$ cat src/fpc_pkg.sv
package fpc_pkg;
  // ==========================================================
  // Register map (byte addresses)
  localparam logic [7:0] ADDR_CTRL   = 8'h00;
  localparam logic [7:0] ADDR_KEY    = 8'h04;
  localparam logic [7:0] ADDR_STATUS = 8'h08;
  localparam logic [7:0] ADDR_MASK   = 8'h0C;
  localparam logic [7:0] ADDR_DYNCFG = 8'h10;
  // ==========================================================
  // Control register fields
  localparam int BIT_START  = 15;
  localparam int BIT_FLASH_WRITE_ENABLE   = 14;
  localparam int BIT_SEQERR = 13;
  localparam int BIT_LVERR  = 12;
  localparam int BIT_SWAP   = 7;
  localparam int OP_LSB     = 0;
  localparam int OP_W       = 4;
  // ==========================================================
  // Unlock keys, operation codes and ECC setting
  localparam logic [31:0] KEY1 = 32'hAA99_6655;
  localparam logic [31:0] KEY2 = 32'h5566_99AA;
  localparam logic [3:0]  OP_CLEAR_ERR = 4'h0;
  localparam logic [3:0]  OP_NO_ECC    = 4'h1;
  localparam logic [1:0]  ECC_ALWAYS   = 2'h0;
  // ==========================================================
  // Interrupt status bits, bus response codes and engine states
  localparam int IRQ_DONE   = 0;
  localparam int IRQ_SEQERR = 1;
  localparam int IRQ_LVERR  = 2;
  localparam int IRQ_W      = 3;
  localparam logic [1:0] RESP_OKAY   = 2'h0;
  localparam logic [1:0] RESP_SLVERR = 2'h2;
  typedef enum logic [1:0] {
    FPC_IDLE = 2'b00,
    FPC_RUN  = 2'b01,
    FPC_DONE = 2'b10
  } fpc_op_state_t;
endpackage

$ cat src/fpc_op_engine.sv
`timescale 1ns/1ps
// ==========================================================
// Operation engine: starts the flash array, waits for its done
module fpc_op_engine (
  input  wire logic       REF_CLK_IN,
  input  wire logic       SRST_IN,
  input  wire logic       launch_in,
  input  wire logic [3:0] op_in,
  input  wire logic [1:0] ecc_cfg_in,
  input  wire logic       flash_done_in,
  input  wire logic       flash_fail_in,
  input  wire logic       flash_lowv_in,
  output logic            flash_req_out,
  output logic [3:0]      flash_op_out,
  output logic            busy_out,
  output logic            done_out,
  output logic            fail_out,
  output logic            lowv_out
);
  typedef struct packed {
    fpc_pkg::fpc_op_state_t st;
    logic [3:0]             op;
    logic                   lowv;
  } fpc_eng_t;
  fpc_eng_t s_r;
  fpc_eng_t s_nxt;

  always_comb begin
    s_nxt = s_r;
    done_out = 1'b0;
    fail_out = 1'b0;
    lowv_out = 1'b0;
    unique case (s_r.st)
      fpc_pkg::FPC_IDLE: begin
        if (launch_in) begin
          s_nxt.op = op_in;
          s_nxt.lowv = 1'b0;
          // No-ECC write is a no-op while ECC is forced on
          if (op_in == fpc_pkg::OP_NO_ECC && ecc_cfg_in == fpc_pkg::ECC_ALWAYS) begin
            s_nxt.st = fpc_pkg::FPC_DONE;
          end else begin
            s_nxt.st = fpc_pkg::FPC_RUN;
          end
        end
      end
      fpc_pkg::FPC_RUN: begin
        if (flash_lowv_in) begin
          s_nxt.lowv = 1'b1;
        end
        if (flash_done_in) begin
          s_nxt.st = fpc_pkg::FPC_IDLE;
          done_out = 1'b1;
          fail_out = flash_fail_in;
          lowv_out = s_r.lowv | flash_lowv_in;
        end
      end
      fpc_pkg::FPC_DONE: begin
        s_nxt.st = fpc_pkg::FPC_IDLE;
        done_out = 1'b1;
      end
      default: s_nxt.st = fpc_pkg::FPC_IDLE;
    endcase
  end

  always_ff @(posedge REF_CLK_IN) begin
    if (SRST_IN) begin
      s_r <= '{st: fpc_pkg::FPC_IDLE, op: 4'h0, lowv: 1'b0};
    end else begin
      s_r <= s_nxt;
    end
  end

  assign flash_req_out = (s_r.st == fpc_pkg::FPC_RUN);
  assign flash_op_out  = s_r.op;
  assign busy_out      = (s_r.st != fpc_pkg::FPC_IDLE);
endmodule

$ cat src/fpc_top.sv
// The address map and the AXI4-Lite interface to the registers were left to the implementer.
`timescale 1ns/1ps
module fpc_top (
  input  wire logic        REF_CLK_IN,
  input  wire logic        SRST_IN,
  input  wire logic        POR_IN,
  input  wire logic [7:0]  S_AXI_AWADDR_IN,
  input  wire logic        S_AXI_AWVALID_IN,
  output logic             S_AXI_AWREADY_OUT,
  input  wire logic [31:0] S_AXI_WDATA_IN,
  input  wire logic [3:0]  S_AXI_WSTRB_IN,
  input  wire logic        S_AXI_WVALID_IN,
  output logic             S_AXI_WREADY_OUT,
  output logic [1:0]       S_AXI_BRESP_OUT,
  output logic             S_AXI_BVALID_OUT,
  input  wire logic        S_AXI_BREADY_IN,
  input  wire logic [7:0]  S_AXI_ARADDR_IN,
  input  wire logic        S_AXI_ARVALID_IN,
  output logic             S_AXI_ARREADY_OUT,
  output logic [31:0]      S_AXI_RDATA_OUT,
  output logic [1:0]       S_AXI_RRESP_OUT,
  output logic             S_AXI_RVALID_OUT,
  input  wire logic        S_AXI_RREADY_IN,
  input  wire logic        FLASH_DONE_IN,
  input  wire logic        FLASH_FAIL_IN,
  input  wire logic        FLASH_LOWV_IN,
  output logic             FLASH_REQ_OUT,
  output logic [3:0]       FLASH_OP_OUT,
  output logic             BANK_LOWER_IS_2_OUT,
  output logic             BANK_UPPER_IS_2_OUT,
  output logic             IRQ_OUT
);
  // ==========================================================
  // State
  typedef struct packed {
    logic                    aw_got;
    logic [7:0]              aw_addr;
    logic                    w_got;
    logic [31:0]             w_data;
    logic [3:0]              w_strb;
    logic                    bvalid;
    logic [1:0]              bresp;
    logic                    rvalid;
    logic [31:0]             rdata;
    logic [1:0]              rresp;
    logic                    key1_seen;
    logic                    unlocked;
    logic                    swap;
    logic [3:0]              op;
    logic [1:0]              ecc_cfg;
    logic [2:0]              irq_sts;
    logic [2:0]              irq_mask;
  } fpc_regs_t;
  typedef struct packed {
    logic start;
    logic flash_write_enable;
    logic seqerr;
    logic lverr;
  } fpc_por_t;

  fpc_regs_t s_r;
  fpc_regs_t s_nxt;
  fpc_por_t  p_r;
  fpc_por_t  p_nxt;

  logic       launch;
  logic       eng_busy;
  logic       eng_done;
  logic       eng_fail;
  logic       eng_lowv;
  logic       wr_fire;
  logic       guarded_wr;
  logic [31:0] ctrl_view;

  function automatic logic [31:0] ctrl_word(input fpc_por_t p, input logic sw, input logic [3:0] op);
    logic [31:0] v;
    v = 32'h0000_0000;
    v[fpc_pkg::BIT_START]  = p.start;
    v[fpc_pkg::BIT_FLASH_WRITE_ENABLE]   = p.flash_write_enable;
    v[fpc_pkg::BIT_SEQERR] = p.seqerr;
    v[fpc_pkg::BIT_LVERR]  = p.lverr;
    v[fpc_pkg::BIT_SWAP]   = sw;
    v[fpc_pkg::OP_LSB +: fpc_pkg::OP_W] = op;
    return v;
  endfunction

  assign ctrl_view = ctrl_word(p_r, s_r.swap, s_r.op);

  // ==========================================================
  // Bus write and register update
  always_comb begin
    s_nxt = s_r;
    p_nxt = p_r;
    launch = 1'b0;
    guarded_wr = 1'b0;
    wr_fire = s_r.aw_got && s_r.w_got && !s_r.bvalid;
    if (S_AXI_AWVALID_IN && S_AXI_AWREADY_OUT) begin
      s_nxt.aw_got = 1'b1;
      s_nxt.aw_addr = S_AXI_AWADDR_IN;
    end
    if (S_AXI_WVALID_IN && S_AXI_WREADY_OUT) begin
      s_nxt.w_got = 1'b1;
      s_nxt.w_data = S_AXI_WDATA_IN;
      s_nxt.w_strb = S_AXI_WSTRB_IN;
    end
    if (s_r.bvalid && S_AXI_BREADY_IN) begin
      s_nxt.bvalid = 1'b0;
    end
    if (wr_fire) begin
      s_nxt.aw_got = 1'b0;
      s_nxt.w_got = 1'b0;
      s_nxt.bvalid = 1'b1;
      s_nxt.bresp = fpc_pkg::RESP_OKAY;
      // Any write other than the second key breaks the unlock pair
      s_nxt.key1_seen = 1'b0;
      unique case (s_r.aw_addr)
        fpc_pkg::ADDR_CTRL: begin
          if (s_r.w_strb[1]) begin
            p_nxt.flash_write_enable = s_r.w_data[fpc_pkg::BIT_FLASH_WRITE_ENABLE];
            if (p_r.flash_write_enable && s_r.unlocked && s_r.w_data[fpc_pkg::BIT_START] && !p_r.start) begin
              p_nxt.start = 1'b1;
              launch = 1'b1;
              guarded_wr = 1'b1;
            end
          end
          if (s_r.w_strb[0]) begin
            if (!p_r.flash_write_enable) begin
              s_nxt.op = s_r.w_data[fpc_pkg::OP_LSB +: fpc_pkg::OP_W];
              if (s_r.unlocked && s_r.w_data[fpc_pkg::BIT_SWAP] != s_r.swap) begin
                s_nxt.swap = s_r.w_data[fpc_pkg::BIT_SWAP];
                guarded_wr = 1'b1;
              end
            end
          end
        end
        fpc_pkg::ADDR_KEY: begin
          if (s_r.w_data == fpc_pkg::KEY1) begin
            s_nxt.key1_seen = 1'b1;
          end else if (s_r.key1_seen && s_r.w_data == fpc_pkg::KEY2) begin
            s_nxt.unlocked = 1'b1;
          end
        end
        fpc_pkg::ADDR_STATUS: begin
          s_nxt.irq_sts = s_r.irq_sts & ~s_r.w_data[fpc_pkg::IRQ_W-1:0];
        end
        fpc_pkg::ADDR_MASK: begin
          s_nxt.irq_mask = s_r.w_data[fpc_pkg::IRQ_W-1:0];
        end
        fpc_pkg::ADDR_DYNCFG: begin
          s_nxt.ecc_cfg = s_r.w_data[1:0];
        end
        default: s_nxt.bresp = fpc_pkg::RESP_SLVERR;
      endcase
      if (guarded_wr) begin
        s_nxt.unlocked = 1'b0;
      end
    end
    // Operation completion: start drops, errors update, status sets win over clears
    if (eng_done) begin
      p_nxt.start = 1'b0;
      // Latched code, so a system reset in flight cannot turn a run into a clear
      if (FLASH_OP_OUT == fpc_pkg::OP_CLEAR_ERR) begin
        p_nxt.seqerr = 1'b0;
        p_nxt.lverr = 1'b0;
      end
      if (eng_fail) begin
        p_nxt.seqerr = 1'b1;
      end
      if (eng_lowv) begin
        p_nxt.lverr = 1'b1;
      end
      s_nxt.irq_sts[fpc_pkg::IRQ_DONE] = 1'b1;
      s_nxt.irq_sts[fpc_pkg::IRQ_SEQERR] = s_nxt.irq_sts[fpc_pkg::IRQ_SEQERR] | eng_fail;
      s_nxt.irq_sts[fpc_pkg::IRQ_LVERR] = s_nxt.irq_sts[fpc_pkg::IRQ_LVERR] | eng_lowv;
    end
    // ==========================================================
    // Bus read
    if (s_r.rvalid && S_AXI_RREADY_IN) begin
      s_nxt.rvalid = 1'b0;
    end
    if (S_AXI_ARVALID_IN && S_AXI_ARREADY_OUT) begin
      s_nxt.rvalid = 1'b1;
      s_nxt.rresp = fpc_pkg::RESP_OKAY;
      unique case (S_AXI_ARADDR_IN)
        fpc_pkg::ADDR_CTRL:   s_nxt.rdata = ctrl_view;
        fpc_pkg::ADDR_KEY:    s_nxt.rdata = 32'h0000_0000;
        fpc_pkg::ADDR_STATUS: s_nxt.rdata = {29'h0000_0000, s_r.irq_sts};
        fpc_pkg::ADDR_MASK:   s_nxt.rdata = {29'h0000_0000, s_r.irq_mask};
        fpc_pkg::ADDR_DYNCFG: s_nxt.rdata = {30'h0000_0000, s_r.ecc_cfg};
        default: begin
          s_nxt.rdata = 32'h0000_0000;
          s_nxt.rresp = fpc_pkg::RESP_SLVERR;
        end
      endcase
    end
  end

  // ==========================================================
  // Registers: bus-side state on system reset, flash flags on power-on only
  always_ff @(posedge REF_CLK_IN) begin
    if (SRST_IN) begin
      s_r <= '0;
    end else begin
      s_r <= s_nxt;
    end
  end

  always_ff @(posedge REF_CLK_IN) begin
    if (POR_IN) begin
      p_r <= '0;
    end else begin
      p_r <= p_nxt;
    end
  end

  fpc_op_engine u_eng (
    .REF_CLK_IN    (REF_CLK_IN),
    .SRST_IN       (POR_IN),
    .launch_in     (launch),
    .op_in         (s_r.op),
    .ecc_cfg_in    (s_r.ecc_cfg),
    .flash_done_in (FLASH_DONE_IN),
    .flash_fail_in (FLASH_FAIL_IN),
    .flash_lowv_in (FLASH_LOWV_IN),
    .flash_req_out (FLASH_REQ_OUT),
    .flash_op_out  (FLASH_OP_OUT),
    .busy_out      (eng_busy),
    .done_out      (eng_done),
    .fail_out      (eng_fail),
    .lowv_out      (eng_lowv)
  );

  assign S_AXI_AWREADY_OUT = !s_r.aw_got && !s_r.bvalid;
  assign S_AXI_WREADY_OUT  = !s_r.w_got && !s_r.bvalid;
  assign S_AXI_BVALID_OUT  = s_r.bvalid;
  assign S_AXI_BRESP_OUT   = s_r.bresp;
  assign S_AXI_ARREADY_OUT = !s_r.rvalid;
  assign S_AXI_RVALID_OUT  = s_r.rvalid;
  assign S_AXI_RDATA_OUT   = s_r.rdata;
  assign S_AXI_RRESP_OUT   = s_r.rresp;
  assign BANK_LOWER_IS_2_OUT = s_r.swap;
  assign BANK_UPPER_IS_2_OUT = !s_r.swap;
  assign IRQ_OUT = |(s_r.irq_sts & s_r.irq_mask);

  // ==========================================================
  // Checks
  AST_START_NEEDS_UNLOCK: assert property (@(posedge REF_CLK_IN) disable iff (POR_IN || SRST_IN)
    $rose(p_r.start) |-> $past(p_r.flash_write_enable) && $past(s_r.unlocked))
    else $error("start set without write-enable and unlock");
  AST_START_LAUNCHES: assert property (@(posedge REF_CLK_IN) disable iff (POR_IN || SRST_IN)
    launch && !(s_r.op == fpc_pkg::OP_NO_ECC && s_r.ecc_cfg == fpc_pkg::ECC_ALWAYS) |=> FLASH_REQ_OUT)
    else $error("start did not launch operation");
  AST_START_IDLE_ZERO: assert property (@(posedge REF_CLK_IN) disable iff (POR_IN || SRST_IN)
    !eng_busy && !launch |=> !p_r.start || eng_busy)
    else $error("start set while idle");
  AST_OP_FROZEN: assert property (@(posedge REF_CLK_IN) disable iff (POR_IN || SRST_IN)
    p_r.flash_write_enable && !SRST_IN |=> $stable(s_r.op))
    else $error("selector changed while write-enable set");
  AST_SEQERR_SET: assert property (@(posedge REF_CLK_IN) disable iff (POR_IN || SRST_IN)
    eng_done && eng_fail |=> p_r.seqerr)
    else $error("sequence error not set on failure");
  AST_LVERR_HOLD: assert property (@(posedge REF_CLK_IN) disable iff (POR_IN || SRST_IN)
    p_r.lverr && !(eng_done && FLASH_OP_OUT == fpc_pkg::OP_CLEAR_ERR) |=> p_r.lverr)
    else $error("low-voltage error cleared wrongly");
  AST_SWAP_GUARD: assert property (@(posedge REF_CLK_IN) disable iff (POR_IN || SRST_IN)
    $changed(s_r.swap) && !$past(SRST_IN) |-> $past(!p_r.flash_write_enable) && $past(s_r.unlocked))
    else $error("swap changed without guard");
  AST_NOECC_NOP: assert property (@(posedge REF_CLK_IN) disable iff (POR_IN || SRST_IN)
    launch && s_r.op == fpc_pkg::OP_NO_ECC && s_r.ecc_cfg == fpc_pkg::ECC_ALWAYS |=> !FLASH_REQ_OUT ##1 !p_r.start)
    else $error("no-ECC operation ran while ECC forced on");
  AST_RSVD_ZERO: assert property (@(posedge REF_CLK_IN) disable iff (POR_IN || SRST_IN)
    ctrl_view[11:8] == 4'h0 && ctrl_view[6:4] == 3'h0)
    else $error("reserved control bits not zero");

  // ==========================================================
  // Checks on start, error flags and unlock
  AST_START_HW_CLEAR: assert property (@(posedge REF_CLK_IN) disable iff (POR_IN || SRST_IN)
    $fell(p_r.start) && !$past(POR_IN) |-> $past(eng_done))
    else $error("start cleared without operation completion");
  AST_REQ_NEEDS_START: assert property (@(posedge REF_CLK_IN) disable iff (POR_IN || SRST_IN)
    FLASH_REQ_OUT |-> p_r.start)
    else $error("flash request without start bit");
  AST_SEQERR_HOLD: assert property (@(posedge REF_CLK_IN) disable iff (POR_IN || SRST_IN)
    p_r.seqerr && !(eng_done && FLASH_OP_OUT == fpc_pkg::OP_CLEAR_ERR) |=> p_r.seqerr)
    else $error("sequence error cleared wrongly");
  AST_ERR_CLEAR: assert property (@(posedge REF_CLK_IN) disable iff (POR_IN || SRST_IN)
    eng_done && FLASH_OP_OUT == fpc_pkg::OP_CLEAR_ERR && !eng_fail |=> !p_r.seqerr)
    else $error("clear operation left sequence error set");
  AST_LVERR_SET: assert property (@(posedge REF_CLK_IN) disable iff (POR_IN || SRST_IN)
    eng_done && eng_lowv |=> p_r.lverr)
    else $error("low-voltage error not set on low supply");
  AST_UNLOCK_SPENT: assert property (@(posedge REF_CLK_IN) disable iff (POR_IN || SRST_IN)
    launch |=> !s_r.unlocked)
    else $error("unlock not spent by start");
endmodule

$ cat config.mk
export PLATFORM = sky130hd
export DESIGN_NAME = fpc_top
export DESIGN_NICKNAME = d
export VERILOG_FILES = /design/src/fpc_pkg.sv /design/src/fpc_op_engine.sv /design/src/fpc_top.sv
export SDC_FILE = /design/constraint.sdc
export NUM_CORES = 1
export LEC_CHECK = 0
export CAP_MARGIN = 15
export CORE_MARGIN = 3
export CORE_UTILIZATION = 58
export DETAILED_ROUTE_END_ITERATION = 16
export DONT_BUFFER_PORTS = 1
export PLACE_DENSITY = 0.85
export SLEW_MARGIN = 20
export SYNTH_ARGS = -nofsm -noshare
export SYNTH_HDL_FRONTEND = slang
export SYNTH_HIERARCHICAL = 1
export SYNTH_SLANG_ARGS = --single-unit
$ cat constraint.sdc
create_clock -name REF_CLK_IN -period 5.9 [get_ports REF_CLK_IN]
set_clock_uncertainty 0.05 [all_clocks]
set_input_delay 1.475 -clock REF_CLK_IN [delete_from_list [all_inputs] [get_ports REF_CLK_IN]]
set_output_delay 1.475 -clock REF_CLK_IN [all_outputs]
set_load 0.02 [all_outputs]
==> results.ini <==
[run_status]
outcome=completed

[cts]
ctsLongestPathBuffers=2
clock-sinks=83
cts_hold_repair.buffers=0
cts-buffers-inserted=9
worstSkewPairLatency_ns=0.35
post_cts.repair.setup_buffers=0
ctsResizeCount=0
h-tree-depth=3
clock-root-buffer=sky130_fd_sc_hd__clkbuf_8
tritoncts_clock_tree=done
clkTransAtPathRegs_ns=0.08

[floorplanning]
top_level_ports=112
die_height_um=87.58
design.core.area_sq_um=6386
rows=29
start_util_pct=60.44
dieWidth_um=87.58
design.die.area_sq_um=7670

[pwr]
static-leakage-power_nw=1.357
switching_share_pct=24.86
combinationalPowerShare_pct=8.0
powerDensity_nw_per_um2=296.6
netSwitchingPower_uw=285.8
power.sequential.fraction_pct=52.9
vdd_drop_max_uv=164.5
power_report.internal_total_uw=863.7
clock_power_share_pct=39.1

[placed_design]
globalplace.congestion=0.8691
place_hpwl_um=5710
io_buffer_count=0
placedCellCount=507
dpl-instance-area_sq_um=3655
post-place-ws_ns=3.090

[setup_path]
worstSetupEndpointType=primary output
cp.required_ns=4.38
endpoint=IRQ_OUT
ws_path_type=reg2out
critical_path.reg2reg.startpoint=s_r[90]$_SDFFE_PP0P_
r2r_end=u_eng/s_r[5]$_SDFFE_PP0P_
critical_path.cell_chain=a222oi_1 -> inv_1
ff2ff_path_depth=6
critical_path.max_stage_delay_ns=0.38
startpoint_type=flip-flop
critical-path-slowest-cell=sky130_fd_sc_hd__a222oi_1
timing.critical_path.fanout_max=3
critical_path.startpoint=s_r[3]$_SDFFE_PP0P_
timing.reg2reg.setup_slack_ns=3.50
worst_ep_arrival_time_ns=1.25

[timing]
post-route-worst-setup-slack_ns=3.122
final-setup-viol-count=0
setup-tns-final_ns=0
max_clock_freq_mhz=359.9
slew_headroom_pct=31.31
rsz0062_at_grt=false
fin_crit_sh_pct=47.09
finalWorstPathRequiredPeriod_ns=2.778
finalHoldViolations=0
max_slew.worst_pin.slew_ns=1.028
drv_slew=0

[route]
routed_wirelength_um=8128
routedWlPerCell_um=15.54
route.detailed.vias_per_inst=5.799
detail_route.drc_violations=0
drt_iter0_drc=226
num_vias=3033
dr.pass1.iters=4
ant_nets=0

[grt]
antenna_found_initial=0
global_route_wire_length_before_repair_um=12780
groute.usage.overall_pct=21.15
grt_pass1_vias=2803
grt_max_degree=74
grt_remaining_overflow=0

[final_layout]
postLayoutCoreUtil_pct=60.68
post_route_cell_area_sq_um=3875
area_growth_syn_to_layout_pct=0.3891
count_of_antenna_diodes_in_the_layout=0
finalNetCount=507
post_layout_nonfiller_instances=523
drive_above_1_share_pct=5.605
number_of_filler_instances_in_the_final_layout=559

[hold_path]
whs_path_depth=2
holdCritPathClass=reg2reg

[yosys]
syn_inst=468
synth.avg_cell_area_sq_um=8.248
yosys_warnings=6
mappedNetlistArea_sq_um=3860

[run]
maxCapViolCount=0

-- layout make-up --
| cell class | instances | area, sq um | area share (%) |
|---|---|---|---|
| Clock inverter | 4 | 73.82 | 1.905 |
| Sequential cell | 83 | 1662 | 42.88 |
| Clock buffer | 12 | 145.1 | 3.746 |
| Tap cell | 77 | 96.34 | 2.486 |
| Multi-Input combinational cell | 338 | 1861 | 48.01 |
| Timing Repair Buffer | 1 | 7.507 | 0.1937 |
| Inverter | 8 | 30.03 | 0.7749 |
-- flip-flops by register name (all words and copies together), names as in the netlist --
| name | count |
|---|---|
| S_AXI_RRESP_OUT | 1 |
| u_eng/flash_op_out | 4 |
| BANK_LOWER_IS_2_OUT | 1 |
| S_AXI_RVALID_OUT | 1 |
| S_AXI_BRESP_OUT | 1 |
| S_AXI_BVALID_OUT | 1 |
| u_eng/s_r | 3 |
| ctrl_view | 8 |
| S_AXI_RDATA_OUT | 9 |
| s_r | 54 |
-- routing by layer --
layer / up-vias / GRT usage (%) / wire length (um)
met2: 117 / 34.32 / 3958
met1: 1397 / 26.23 / 3409
li1: 1506 / - / -
met4: 0 / 6.416 / 95
met5: - / 0 / 0
met3: 13 / 7.902 / 664
-- power groups by stage --
stage               registers (mW)  clock network (mW)  logic, mW
floorplan                    0.613                   0      0.105
global placement             0.619                   0     0.0886
detailed placement           0.621                   0     0.0916
CTS                          0.608               0.455     0.0921
global route                 0.612               0.486      0.103
finish                       0.608               0.449     0.0917
-- worst min-delay path by stage --
stage / start / slack (ns) / endpoint
2_1_floorplan: ctrl_view[12]$_SDFFE_PP0P_ / 0.38 / ctrl_view[12]$_SDFFE_PP0P_
3_3_place_gp: ctrl_view[12]$_SDFFE_PP0P_ / 0.39 / ctrl_view[12]$_SDFFE_PP0P_
3_5_place_dp: s_r[53]$_SDFFE_PP0P_ / 0.40 / s_r[53]$_SDFFE_PP0P_
4_1_cts: s_r[81]$_SDFFE_PP0P_ / 0.41 / s_r[81]$_SDFFE_PP0P_
5_1_grt: s_r[83]$_SDFFE_PP0P_ / 0.43 / s_r[83]$_SDFFE_PP0P_
6_report: s_r[53]$_SDFFE_PP0P_ / 0.41 / s_r[53]$_SDFFE_PP0P_
-- metrics by stage --
step | hold WS (ns) | power, mW
after floorplan | 0.3800 | 0.7181
after global placement | 0.3910 | 0.7080
after detailed placement | 0.3974 | 0.7124
after CTS | 0.4095 | 1.154
after global routing | 0.4270 | 1.201
final | 0.4076 | 1.150
-- layout by cell type (no fill, tap or decap), drive strengths merged, types with 4 or more instances in the layout --
master  count
a22oi       6
inv         8
mux2i       8
nor2       23
nor3        6
nand2     108
o21ai       5
dfxtp      83
a311oi      4
nand3      11
conb       25
nor4        6
nand3b      4
nand2b     10
nand4       4
a21oi      63
nor4bb      7
clkbuf     12
-- worst max-delay path, delay by kind of cell (launching register included) --
family	cells	cell delay [ns]
buf+inv	1	0.19
flops	1	0.33
compound gates	1	0.38
No activity file was read; power rests on OpenSTA's default activity.
